===== src/include/cls_cfg.svh =====
/*
 Constants of the counter, latch and byte scanner: widths, pin group
 layouts, idle levels and the timing counts at the system clock rate.
 Assumes it is included by bare name from the package and the modules.
*/
`ifndef CLS_CFG_SVH
`define CLS_CFG_SVH

// ****************************************************************
// Clock and timing
// ****************************************************************
`define CLS_CLK_MHZ        100
`define CLS_MIN_LOW_NS     1000
`define CLS_MIN_LOW_CYC    ((`CLS_MIN_LOW_NS*`CLS_CLK_MHZ+999)/1000)
`define CLS_FAST_HOLD      1

// ****************************************************************
// Widths and layout
// ****************************************************************
`define CLS_CNT_W          32
`define CLS_PRE_W          8
`define CLS_PRE_LOW_W      7
`define CLS_SNAP_W         40
`define CLS_BYTE_W         8
`define CLS_NUM_BYTES      5
`define CLS_PTR_W          6
`define CLS_FIFO_DEPTH     32
`define CLS_TEST_GATE_BIT  15
`define CLS_UPPER_LSB      16
`define CLS_CNT_RST        32'h0000_0000
`define CLS_SNAP_RST       40'h00_0000_0000
`define CLS_BYTE_RST       8'h00

// ****************************************************************
// Slow pin group: qualified for the minimum low time
// ****************************************************************
`define CLS_SLOW_W         4
`define CLS_SLOW_IDLE      4'hf
`define CLS_S_CNT_RST      0
`define CLS_S_LOAD         1
`define CLS_S_RESTART      2
`define CLS_S_RESCAP       3

// ****************************************************************
// Fast pin group: synchronised only
// ****************************************************************
`define CLS_FAST_W         11
`define CLS_FAST_IDLE      11'h680
`define CLS_F_COUNT        10
`define CLS_F_TEST         9
`define CLS_F_SCAN         8
`define CLS_F_ENABLE       7

`endif


===== src/include/cls_pkg.sv =====
/*
 Types of the counter, latch and byte scanner.
 Assumes cls_cfg.svh is on the include path.
*/
`include "cls_cfg.svh"

package cls_pkg;

   // ****************************************************************
   // Byte pointer states, one-hot
   // ****************************************************************
   typedef enum logic [`CLS_PTR_W-1:0] {
      CLS_ST1 = 6'h01,
      CLS_ST2 = 6'h02,
      CLS_ST3 = 6'h04,
      CLS_ST4 = 6'h08,
      CLS_ST5 = 6'h10,
      CLS_ST6 = 6'h20
   } cls_ptr_e;

   typedef logic [`CLS_SNAP_W-1:0] cls_snap_t;
   typedef logic [`CLS_BYTE_W-1:0] cls_byte_t;

endpackage : cls_pkg


===== src/include/cls_stream_if.sv =====
/*
 Valid/ready stream carrier between the scanner and its snapshot FIFO.
 Assumes both ends run on the same clock.
*/
`timescale 1ns/1ps
`default_nettype none

interface cls_stream_if #(parameter int WIDTH = 8) ();
   logic             valid;
   logic             ready;
   logic [WIDTH-1:0] data;

   modport src (output valid, output data, input ready);
   modport snk (input valid, input data, output ready);
endinterface : cls_stream_if

`default_nettype wire


===== src/cls_sync_qual.sv =====
/*
 Two-flop synchroniser for a group of pins, with a per-bit detector
 that flags a level held low for HOLD consecutive clocks.
 Assumes pins are asynchronous to i_clk_sys.
*/
`timescale 1ns/1ps
`default_nettype none

module cls_sync_qual #(
   parameter int           W    = 1,
   parameter int           HOLD = 1,
   parameter logic [W-1:0] IDLE = '1
) (
   // Clock and reset
   input  wire logic         i_clk_sys,
   input  wire logic         i_reset_n,
   // Pins and results
   input  wire logic [W-1:0] i_pin,
   output logic      [W-1:0] o_level,
   output logic      [W-1:0] o_held_low
);

   localparam int CW = $clog2(HOLD + 1);

   logic [W-1:0] meta_q;

   always_ff @(posedge i_clk_sys or negedge i_reset_n) begin
      if (!i_reset_n) begin
         meta_q  <= IDLE;
         o_level <= IDLE;
      end else begin
         meta_q  <= i_pin;
         o_level <= meta_q;
      end
   end

   genvar gi;
   generate
      for (gi = 0; gi < W; gi++) begin : g_bit
         logic [CW-1:0] cnt_q;
         always_ff @(posedge i_clk_sys or negedge i_reset_n) begin
            if (!i_reset_n) begin
               cnt_q <= '0;
            end else if (o_level[gi]) begin
               cnt_q <= '0;
            end else if (cnt_q != CW'(HOLD)) begin
               cnt_q <= cnt_q + 1'b1;
            end
         end
         assign o_held_low[gi] = (cnt_q == CW'(HOLD));
      end
   endgenerate

endmodule : cls_sync_qual

`default_nettype wire


===== src/cls_fifo.sv =====
/*
 Snapshot FIFO with parameterised width and depth, valid/ready both sides.
 Assumes DEPTH is a power of two and interface widths equal WIDTH.
*/
`timescale 1ns/1ps
`default_nettype none

module cls_fifo #(
   parameter int WIDTH = 8,
   parameter int DEPTH = 32
) (
   // Clock and reset
   input  wire logic i_clk_sys,
   input  wire logic i_reset_n,
   // Streams
   cls_stream_if.snk s_in,
   cls_stream_if.src s_out
);

   localparam int AW = $clog2(DEPTH);

   logic [WIDTH-1:0] mem [DEPTH];
   logic [AW:0]      wptr_q;
   logic [AW:0]      rptr_q;
   logic             full;
   logic             empty;

   assign empty = (wptr_q == rptr_q);
   assign full  = (wptr_q[AW] != rptr_q[AW]) &&
                  (wptr_q[AW-1:0] == rptr_q[AW-1:0]);

   assign s_in.ready  = !full;
   assign s_out.valid = !empty;
   assign s_out.data  = mem[rptr_q[AW-1:0]];

   always_ff @(posedge i_clk_sys) begin
      if (s_in.valid && !full) begin
         mem[wptr_q[AW-1:0]] <= s_in.data;
      end
   end

   always_ff @(posedge i_clk_sys or negedge i_reset_n) begin
      if (!i_reset_n) begin
         wptr_q <= '0;
      end else if (s_in.valid && !full) begin
         wptr_q <= wptr_q + 1'b1;
      end
   end

   always_ff @(posedge i_clk_sys or negedge i_reset_n) begin
      if (!i_reset_n) begin
         rptr_q <= '0;
      end else if (s_out.ready && !empty) begin
         rptr_q <= rptr_q + 1'b1;
      end
   end

endmodule : cls_fifo

`default_nettype wire


===== src/cls_counter_latch_scanner.sv =====
/*
 32-bit up counter with 40-bit holding latch and byte scanner that puts
 the latched value on an 8-bit three-state bus, one byte per strobe,
 with a chain output for several devices sharing one bus.
 Assumes all pins are asynchronous to i_clk_sys and are far slower than
 it; the bus wire level is resolved outside from o_data_oe.
*/
// Notes on behaviour
// - 32-bit counter increments on count falling edge.
// - Count pin also prescaler byte's top bit.
// - Counter reset low one microsecond clears counter.
// - Test count advances upper half while bit16 low.
// - Forty latch bits: prescaler byte plus counter.
// - Restart low one microsecond sets pointer state1.
// - Pointer advances on strobe fall while enabled.
// - State6 disables drivers, holds until restart.
// - Strobe low floats bus; high drives byte.
// - Restart-capture resets pointer and loads latches.
// - Enable high freezes pointer and floats bus.
// - Chain output rests high, low when finished.
// - Chain output feeds next device's enable.
`timescale 1ns/1ps
`default_nettype none

`include "cls_cfg.svh"

module cls_counter_latch_scanner
   import cls_pkg::*;
(
   // Clock and reset
   input  wire logic                      i_clk_sys,
   input  wire logic                      i_reset_n,
   // Count and prescaler pins
   input  wire logic                      i_count_clock_msb_input,
   input  wire logic [`CLS_PRE_LOW_W-1:0] i_byte_bus_lines,
   input  wire logic                      i_test_count_n,
   input  wire logic                      i_counter_reset_n,
   // Latch and scan control pins
   input  wire logic                      i_load_n,
   input  wire logic                      i_scan_restart_n,
   input  wire logic                      i_restart_capture_n,
   input  wire logic                      i_scan,
   input  wire logic                      i_enable_n,
   // Data bus and chain
   output logic      [`CLS_BYTE_W-1:0]    o_data,
   output logic                           o_data_oe,
   output logic                           o_chain_pass
);

   // ****************************************************************
   // Local constants
   // ****************************************************************
   localparam logic [`CLS_FAST_W-1:0] FAST_IDLE = `CLS_FAST_IDLE;

   // ****************************************************************
   // Pin synchronisers
   // ****************************************************************
   logic [`CLS_SLOW_W-1:0]    slow_pin;
   logic [`CLS_SLOW_W-1:0]    slow_lvl;
   logic [`CLS_SLOW_W-1:0]    slow_held;
   logic [`CLS_FAST_W-1:0]    fast_pin;
   logic [`CLS_FAST_W-1:0]    fast_lvl;

   assign slow_pin = {i_restart_capture_n, i_scan_restart_n,
                      i_load_n, i_counter_reset_n};
   assign fast_pin = {i_count_clock_msb_input, i_test_count_n,
                      i_scan, i_enable_n, i_byte_bus_lines};

   // Minimum low time qualifies the slow controls
   cls_sync_qual #(
      .W    (`CLS_SLOW_W),
      .HOLD (`CLS_MIN_LOW_CYC),
      .IDLE (`CLS_SLOW_IDLE)
   ) u_slow (
      .i_clk_sys  (i_clk_sys),
      .i_reset_n  (i_reset_n),
      .i_pin      (slow_pin),
      .o_level    (slow_lvl),
      .o_held_low (slow_held)
   );

   // Fast pins are only synchronised; edges show two clocks late
   cls_sync_qual #(
      .W    (`CLS_FAST_W),
      .HOLD (`CLS_FAST_HOLD),
      .IDLE (`CLS_FAST_IDLE)
   ) u_fast (
      .i_clk_sys  (i_clk_sys),
      .i_reset_n  (i_reset_n),
      .i_pin      (fast_pin),
      .o_level    (fast_lvl),
      .o_held_low ()
   );

   // ****************************************************************
   // Edge detection
   // ****************************************************************
   logic       count_prev_q;
   logic       test_prev_q;
   logic       scan_prev_q;
   logic       count_fall;
   logic       test_fall;
   logic       scan_fall;
   logic       scan_lvl;
   logic       enable_n_lvl;
   logic       cnt_clear;
   logic       load_low;
   logic       restart_low;
   logic       rescap_low;

   // Previous levels start at each pin's idle level: no false edge
   always_ff @(posedge i_clk_sys or negedge i_reset_n) begin
      if (!i_reset_n) begin
         count_prev_q <= FAST_IDLE[`CLS_F_COUNT];
      end else begin
         count_prev_q <= fast_lvl[`CLS_F_COUNT];
      end
   end

   always_ff @(posedge i_clk_sys or negedge i_reset_n) begin
      if (!i_reset_n) begin
         test_prev_q <= FAST_IDLE[`CLS_F_TEST];
      end else begin
         test_prev_q <= fast_lvl[`CLS_F_TEST];
      end
   end

   always_ff @(posedge i_clk_sys or negedge i_reset_n) begin
      if (!i_reset_n) begin
         scan_prev_q <= FAST_IDLE[`CLS_F_SCAN];
      end else begin
         scan_prev_q <= fast_lvl[`CLS_F_SCAN];
      end
   end

   assign count_fall   = count_prev_q && !fast_lvl[`CLS_F_COUNT];
   assign test_fall    = test_prev_q && !fast_lvl[`CLS_F_TEST];
   assign scan_fall    = scan_prev_q && !fast_lvl[`CLS_F_SCAN];
   assign scan_lvl     = fast_lvl[`CLS_F_SCAN];
   assign enable_n_lvl = fast_lvl[`CLS_F_ENABLE];
   assign cnt_clear    = slow_held[`CLS_S_CNT_RST];
   assign load_low     = slow_held[`CLS_S_LOAD];
   assign restart_low  = slow_held[`CLS_S_RESTART];
   assign rescap_low   = slow_held[`CLS_S_RESCAP];

   // ****************************************************************
   // Binary counter
   // ****************************************************************
   logic [`CLS_CNT_W-1:0] cnt_q;
   logic [`CLS_CNT_W-1:0] cnt_inc;
   logic                  upper_step;

   // Upper half steps only while the gate bit is clear
   // Gate is the sixteenth bit, counted from one
   assign upper_step = test_fall && !cnt_q[`CLS_TEST_GATE_BIT];
   assign cnt_inc    = ({31'h0000_0000, upper_step} << `CLS_UPPER_LSB) |
                       {31'h0000_0000, count_fall};

   // Clear outranks a count edge in the same cycle
   always_ff @(posedge i_clk_sys or negedge i_reset_n) begin
      if (!i_reset_n) begin
         cnt_q <= `CLS_CNT_RST;
      end else if (cnt_clear) begin
         cnt_q <= `CLS_CNT_RST;
      end else begin
         cnt_q <= cnt_q + cnt_inc;
      end
   end

   // ****************************************************************
   // Capture latch
   // ****************************************************************
   cls_snap_t  snap_q;
   logic       cap_low_q;
   logic       cap_low;
   logic       pend_q;
   logic [`CLS_PRE_W-1:0] pre_byte;

   // Count pin doubles as top prescaler bit
   assign pre_byte = {fast_lvl[`CLS_F_COUNT],
                      fast_lvl[`CLS_PRE_LOW_W-1:0]};
   assign cap_low  = load_low || rescap_low;

   // Transparent while the capture input is held low
   always_ff @(posedge i_clk_sys or negedge i_reset_n) begin
      if (!i_reset_n) begin
         snap_q <= `CLS_SNAP_RST;
      end else if (cap_low) begin
         snap_q <= {cnt_q, pre_byte};
      end
   end

   // Delayed capture level, to find its release
   always_ff @(posedge i_clk_sys or negedge i_reset_n) begin
      if (!i_reset_n) begin
         cap_low_q <= 1'b0;
      end else begin
         cap_low_q <= cap_low;
      end
   end

   cls_stream_if #(.WIDTH(`CLS_SNAP_W)) fifo_in ();
   cls_stream_if #(.WIDTH(`CLS_SNAP_W)) fifo_out ();

   // Release stores the value; held until the FIFO accepts it
   // A new release wins over the FIFO taking the older word
   always_ff @(posedge i_clk_sys or negedge i_reset_n) begin
      if (!i_reset_n) begin
         pend_q <= 1'b0;
      end else if (cap_low_q && !cap_low) begin
         pend_q <= 1'b1;
      end else if (fifo_in.ready) begin
         pend_q <= 1'b0;
      end
   end

   assign fifo_in.valid = pend_q;
   assign fifo_in.data  = snap_q;

   // Depth absorbs captures taken while a readout runs
   cls_fifo #(
      .WIDTH (`CLS_SNAP_W),
      .DEPTH (`CLS_FIFO_DEPTH)
   ) u_fifo (
      .i_clk_sys (i_clk_sys),
      .i_reset_n (i_reset_n),
      .s_in      (fifo_in),
      .s_out     (fifo_out)
   );

   // ****************************************************************
   // Byte pointer
   // ****************************************************************
   cls_ptr_e ptr_q;
   cls_ptr_e ptr_d;

   always_comb begin
      case (ptr_q)
         CLS_ST1: ptr_d = CLS_ST2;
         CLS_ST2: ptr_d = CLS_ST3;
         CLS_ST3: ptr_d = CLS_ST4;
         CLS_ST4: ptr_d = CLS_ST5;
         CLS_ST5: ptr_d = CLS_ST6;
         CLS_ST6: ptr_d = CLS_ST6;
         default: ptr_d = CLS_ST1;
      endcase
   end

   // Restart outranks a strobe edge in the same cycle
   always_ff @(posedge i_clk_sys or negedge i_reset_n) begin
      if (!i_reset_n) begin
         ptr_q <= CLS_ST1;
      end else if (restart_low || rescap_low) begin
         ptr_q <= CLS_ST1;
      end else if (scan_fall && !enable_n_lvl) begin
         ptr_q <= ptr_d;
      end
   end

   // ****************************************************************
   // Output latch, fed from the FIFO between readouts
   // ****************************************************************
   cls_snap_t  latch_q;
   logic       drain_ok;

   // A new value can tear a readout in progress only in the cycle of the first strobe fall, while state1 still allows a load
   assign drain_ok = !scan_lvl && ((ptr_q == CLS_ST1) ||
                                   (ptr_q == CLS_ST6));
   assign fifo_out.ready = drain_ok;

   always_ff @(posedge i_clk_sys or negedge i_reset_n) begin
      if (!i_reset_n) begin
         latch_q <= `CLS_SNAP_RST;
      end else if (fifo_out.valid && drain_ok) begin
         latch_q <= fifo_out.data;
      end
   end

   // ****************************************************************
   // Byte select
   // ****************************************************************
   cls_byte_t  part [`CLS_NUM_BYTES];
   cls_byte_t  sel_byte;

   // One-hot pointer: OR of gated bytes, no priority chain
   genvar gi;
   generate
      for (gi = 0; gi < `CLS_NUM_BYTES; gi++) begin : g_byte
         assign part[gi] = ptr_q[gi] ?
            latch_q[gi*`CLS_BYTE_W +: `CLS_BYTE_W] : `CLS_BYTE_RST;
      end
   endgenerate

   always_comb begin
      sel_byte = `CLS_BYTE_RST;
      for (int i = 0; i < `CLS_NUM_BYTES; i++) begin
         sel_byte = sel_byte | part[i];
      end
   end

   // ****************************************************************
   // Data bus drivers and chain output
   // ****************************************************************
   logic       drive;

   // Drivers follow the synchronised strobe, three clocks behind the pin
   assign drive = scan_lvl && !enable_n_lvl &&
                  (ptr_q != CLS_ST6);

   always_ff @(posedge i_clk_sys or negedge i_reset_n) begin
      if (!i_reset_n) begin
         o_data_oe <= 1'b0;
      end else begin
         o_data_oe <= drive;
      end
   end

   // Bus value is zero while released
   always_ff @(posedge i_clk_sys or negedge i_reset_n) begin
      if (!i_reset_n) begin
         o_data <= `CLS_BYTE_RST;
      end else begin
         o_data <= drive ? sel_byte : `CLS_BYTE_RST;
      end
   end

   // Low once finished; restart lifts it for the next device
   always_ff @(posedge i_clk_sys or negedge i_reset_n) begin
      if (!i_reset_n) begin
         o_chain_pass <= 1'b1;
      end else begin
         o_chain_pass <= (ptr_q != CLS_ST6);
      end
   end

endmodule : cls_counter_latch_scanner

`default_nettype wire


===== config.mk =====
export PLATFORM = sky130hd
export DESIGN_NAME = cls_counter_latch_scanner
export DESIGN_NICKNAME = d
export VERILOG_FILES = /design/src/include/cls_pkg.sv /design/src/include/cls_stream_if.sv /design/src/cls_sync_qual.sv /design/src/cls_fifo.sv /design/src/cls_counter_latch_scanner.sv
export VERILOG_INCLUDE_DIRS = /design/src /design/src/include
export SDC_FILE = /design/constraint.sdc
export NUM_CORES = 2
export LEC_CHECK = 0
export BUFFER_PORTS_ARGS = -buffer_cell sky130_fd_sc_hd__clkbuf_2
export CAP_MARGIN = 40
export CORE_ASPECT_RATIO = 0.75
export CORE_MARGIN = 8
export CORE_UTILIZATION = 50
export DETAILED_ROUTE_END_ITERATION = 10
export GPL_TIMING_DRIVEN = 0
export PLACE_DENSITY = 0.69
export SYNTH_ARGS = -nofsm -noshare
export SYNTH_HDL_FRONTEND = slang
export SYNTH_SLANG_ARGS = --single-unit

===== constraint.sdc =====
create_clock -name i_clk_sys -period 4.25 [get_ports i_clk_sys]
set_input_delay 0.425 -clock i_clk_sys [delete_from_list [all_inputs] [get_ports i_clk_sys]]
set_output_delay 0.425 -clock i_clk_sys [all_outputs]
set_load 0.02 [all_outputs]

# ---- Word level (Yosys, flattened, before mapping)
# Memories as Yosys holds them, arrays and structs flattened. A register that Yosys moved wholly into a read port is not among the register bits.
# Cells that the tools add are included.
dict set report totals {
  out_inout_bits 10
  mem_bits_rw 1280
  in_bits 17
  memories 1
  wordCells 105
  ff_bits 163
}
dict set report classes {
  n_eq_ne 19
  n_reduce_logical 30
  n_addsub 7
  mux 22
  bitwise 5
}
# memory words width rd rd_ports_with_merged_regs write_ports line_no
set memory_table {}
lappend memory_table {u_fifo.mem 32 40 1 1 1 cls_fifo.sv:22} ;# logic [WIDTH-1:0] mem [DEPTH];
# cell n
set op_table {}
lappend op_table {{$mux W7} 8}
lappend op_table {{$mux W8} 6}
lappend op_table {{$add A32 B17 Y32} 1}
lappend op_table {{$mux W32} 1}
lappend op_table {{$or A8 B8 Y8} 4}
lappend op_table {{$pmux W6 S5} 1}
lappend op_table {{$add A7 B1 Y7 const B} 4}
lappend op_table {{$eq A7 B7 Y1 const B} 4}
lappend op_table {{$ne A7 B7 Y1 const B} 4}
lappend op_table {{$or A17 B1 Y17} 1}
lappend op_table {{$add A6 B1 Y6 const B} 2}
lappend op_table {{$logic_and A1 B1 Y1} 12}
lappend op_table {{$mux W6} 2}
lappend op_table {{$reduce_bool A2 Y1} 5}
lappend op_table {{$logic_not A1 Y1} 9}
lappend op_table {{$eq A6 B1 Y1 const B} 1}
lappend op_table {{$eq A6 B2 Y1 const B} 1}
lappend op_table {{$eq A6 B3 Y1 const B} 1}
lappend op_table {{$eq A6 B4 Y1 const B} 1}
lappend op_table {{$eq A6 B5 Y1 const B} 1}
lappend op_table {{$eq A6 B6 Y1} 1}
lappend op_table {{$eq A6 B6 Y1 const B} 1}
lappend op_table {{$ne A6 B6 Y1 const B} 1}
lappend op_table {{$eq A5 B5 Y1} 1}
lappend op_table {{other kinds (5)} 10}

# ---- Depth between registers and ports, before layout
dict set report depth {
  ltp_word 6
  ltp_mapped 10
  mapped_depth_nobuf 8
}

# ---- Hierarchy
# Synthesis repeated with hierarchy kept, for this count alone.
dict set report hier_totals {
  cells_unflattened 2687
  area_unflattened_um2 57166.1
}
# module instances area_per_inst_um2 seq_area_each_um2 cells_each
set modules_own_cells {}
lappend modules_own_cells {cls_fifo 1 48840.6 38737.2 2027}
lappend modules_own_cells {cls_counter_latch_scanner 1 5639.2 3333.2 440}
lappend modules_own_cells {{cls_sync_qual at u_slow} 1 1729.2 910.9 165}
lappend modules_own_cells {{cls_sync_qual at u_fast} 1 957.2 833.3 55}

# ---- Worst setup path after synthesis
# Ideal clock, no wire load.
dict set report synth_timing {
  path_type {reg2reg}
  from {register u_fifo.rptr_q[2]}
  to {memory u_fifo.mem[31][0] (netlist name), enable pin}
  arrival_ps 3213
  required_ps 3812
  synth_period_minus_slack_ps 3650
  setup_ps 438
  path_stages_with_launch 7
  path_buffers 1
  setup_slack_ps 600
  cell_sequence {dfrtp_1 buf_2 xnor2_1 and3_1 a31oi_2 nand2_1 nor2_1}
}
dict set report synth_between {
  elab_chain_len 6
}
# item line_no
set synth_lines {}
lappend synth_lines {{from (decl)} cls_fifo.sv:24} ;# logic [AW:0] rptr_q;
lappend synth_lines {{from (signal assigned)} cls_fifo.sv:54} ;# rptr_q <= rptr_q + 1'b1;
lappend synth_lines {{$eq A5 B5 Y1} cls_fifo.sv:30} ;# (wptr_q[AW-1:0] == rptr_q[AW-1:0]);
lappend synth_lines {{$logic_and A1 B1 Y1} cls_fifo.sv:29} ;# assign full = (wptr_q[AW] != rptr_q[AW]) &&
lappend synth_lines {{$logic_not A1 Y1} n/a}
lappend synth_lines {{$logic_and A1 B1 Y1} cls_fifo.sv:37} ;# if (s_in.valid && !full) begin
lappend synth_lines {{$mux W1} cls_fifo.sv:37}
lappend synth_lines {{$mux W1 (implied by the code)} cls_fifo.sv:38} ;# mem[wptr_q[AW-1:0]] <= s_in.data;
lappend synth_lines {{to (decl)} cls_fifo.sv:22}
# Every way passes these cells.

# ---- Final worst setup path
dict set report layout_timing {
  from {register u_fifo.rptr_q[2]}
  to {memory u_fifo.mem[22][28] (netlist name), enable pin}
}
# The elaborated chain is that of the path after synthesis.

==> results.cfg <==
[status]
run_status = finished, final reports clean

[synth]
synth_seq_cells = 1483
synthAdderAreaFrac = 0.00353
synthesis.instances = 2860
avgSynthCellArea_um2 = 19.8
synth-xor-area-share = 0.00696
synth.top_cell.area_share = 0.678
ys_top_cells_by_area = edfxtp_1 68%, mux4_2 9.5%, dfrtp_1 8.2%, mux2i_1 3.6%, a21oi_1 1.0%
synth_area_um2 = 56700
synthSimpleGateAreaFrac = 0.0209
synth_edf_count = 1280
synth_nets = 2893
synth_cell_types = 58
synth_compound_area_frac = 0.0484
ys_seq_area_frac = 0.769
yosysWarnings = 0
ys.flop_type = edfxtp_1
synthArstFlopShare = 0.137
synth_top_family_by_area = multiplexers
synth_mux_area_frac = 0.138
synth_top_area_cell = edfxtp_1

[placed_design]
place_inst = 4521
gp_congestion = 0.857
hpwl_mm = 98.7
portBuffers = 26
dpl_cell_area_um2 = 61300

[global_route]
grt_max_degree = 93
grt_pass1_vias = 30000
grt-ovfl-total = 0
grt_first_pass_wirelength_mm = 210
antenna_found_initial = 6
grtUsageTotal = 0.234

[setup_path]
crit_fanout = 16
cp-start-kind = flop
max_stage_delay_ns = 0.76
crit_family = simple AND/OR/NAND/NOR gates
crit_type = reg2reg
path_cells = buf_2 > xnor2_1 > and3_1 > a31oi_2 > nand2_1 > nor2_4 > buf_12 > buf_16
end_kind = flop
worst_ep_arrival_time_ns = 4.15
critical-path-slowest-cell = nor2_4
crit_required_ns = 4.69
worst-path-buf-inv = 3

[clock_network]
clockBufferDepth = 3
numCtsBuffers = 137
cts_max_level = 4
cts_tree = done
clkSinkCount = 1483
clk-insertion-delay-late_ns = 0.75
cts_root_buffer = clkbuf_16
path_clk_slew_ns = 0.07

[detailed_routing]
drt_iter0_drc = 4279
first_pass_iters = 8
num_vias = 30600
wirelength_mm = 148
routed_via_density = 6.38
drc = 0
antenna_left = 0
avgRoutedWirePerCell_um = 30.8

[timing]
tightest_slew_ns = 1.00
setup_violations = 0
fin_crit_sh = 0.873
slew_headroom = 0.332
maxSlewViolCount = 0
fin_tns_setup_ns = 0
final_period_minus_worst_setup_slack_ns = 3.71
fin_skew_ns = 0.0340
fmax_ghz = 0.270
rsz0062_at_grt = false
hold_violations = 0

[floorplan]
dieArea_um2 = 124000
fp.coreArea_um2 = 113000
row_count = 107
ios = 27
fp.dieW_um = 405
dieHeight_um = 308
start_util = 0.501

[worst_hold_path]
holdCritPathClass = in2async

[layout]
n_antenna_cell = 0
drive_gt1_frac = 0.220
fin_area_um2 = 66000
final_util = 0.584
syn2layout_area_growth_pct = 16.5
fin_nets = 3199
final_cells = 4797

[power]
power_density_nw_per_um2 = 422
ir_drop_mv = 0.358
p_leak_nw = 18.3

[flow_run]
maxCapViolCount = 0
Yosys cell counts (all sizes together) (39+ instances only):
cell type / count
edfxtp: 1280
o22ai: 39
a22o: 41
a211oi: 41
a22oi: 47
buf: 57
mux4: 240
clkbuf: 102
nand2: 45
a21oi: 113
mux2i: 203
o221ai: 41
o21ai: 63
dfrtp: 185
nor2: 89
final cells by class:
cell class	instances	area (µm²)
Fill cell	8019	47000
Clock buffer	188	3760
Inverter	26	97.6
Multi-Input combinational cell	1192	12600
Sequential cell	1483	43500
Buffer	159	666
Timing Repair Buffer	167	3020
Tap cell	1526	1910
Clock inverter	56	418
stage by stage:
stage / hold slack, ns / setup WS [ns] / total power, mW
5_1_grt: 0.212 / 0.389 / 28.6
3_5_place_dp: 0.335 / 0.633 / 16.4
6_report: 0.183 / 0.541 / 27.8
2_1_floorplan: 0.129 / 0.600 / 16.3
3_3_place_gp: 0.337 / -2.47 / 16.4
4_1_cts: 0.151 / 0.593 / 28.0
cells by family after synthesis:
kind of cell	Yosys count
buffers and inverters	185
adders and majority gates	16
DFF	1483
xor gates and xnor gates	45
and+or+nand+nor	242
AOI/OAI and AO/OA	411
muxes	478
layer usage:
metal | global-route usage | up-vias | wire length (µm)
li1 | - | 12300 | -
met1 | 0.350 | 16100 | 60700
met2 | 0.345 | 1918 | 65300
met3 | 0.0512 | 283 | 17100
met4 | 0.0781 | 4 | 4680
met5 | 0 | - | 24
power by group:
| part | internal [mW] | total, mW | switching (mW) |
|---|---|---|---|
| clock | 6.50 | 11.7 | 5.17 |
| sequential | 15.7 | 15.8 | 0.0915 |
| combinational | 0.132 | 0.369 | 0.237 |
path summary, 6_finish.rpt:
kind	startpoint	end	depth (start not counted)	slack, ns
min in group i_clk_sys	i_restart_capture_n	u_slow.meta_q[3]$_DFF_PN1_	2	0.32
worst max register to register	u_fifo.rptr_q[2]$_DFFE_PN0P_	u_fifo.mem[22][28]$_DFFE_PP_	8	0.54
worst max-delay path	u_fifo.rptr_q[2]$_DFFE_PN0P_	u_fifo.mem[22][28]$_DFFE_PP_	8	0.54
max in group asynchronous	i_reset_n	fifo_in.data[7]$_DFFE_PN0P_	3	3.20
worst min register to register	u_fast.meta_q[6]$_DFF_PN0_	u_fast.o_level[6]$_DFF_PN0_	0	0.35
worst min-delay path	i_reset_n	latch_q[0]$_DFFE_PN0P_	2	0.18
repair_timing:
action	in CTS	in global routing
hold buffers	16	0
gates resized for setup	0	0
setup buffers	0	0
endpoints found under the hold margin	56	0
state kept, by name, indices dropped and copies added, names as in the netlist, 6 cells and up:
signal,cells
u_fifo.mem,1280
fifo_in.data,40
latch_q,40
cnt_q,32
u_slow.g_bit.cnt_q,28
u_fast.meta_q,11
u_fast.o_level,11
o_data,8
ptr_q,6
u_fifo.rptr_q,6
u_fifo.wptr_q,6
layout by cell type (no fill, tap or decap), drive strengths merged, types with 35 or more instances in the layout:
cell type / count
buf: 181
o221ai: 41
mux2i: 203
nand2: 45
o21ai: 63
a211oi: 41
nor2: 89
edfxtp: 1280
a22oi: 47
o22ai: 39
dfrtp: 185
a21oi: 113
mux2: 35
a22o: 41
clkbuf: 316
mux4: 240
clkinv: 47
Note: power is estimated with default switching activity, not from simulation.
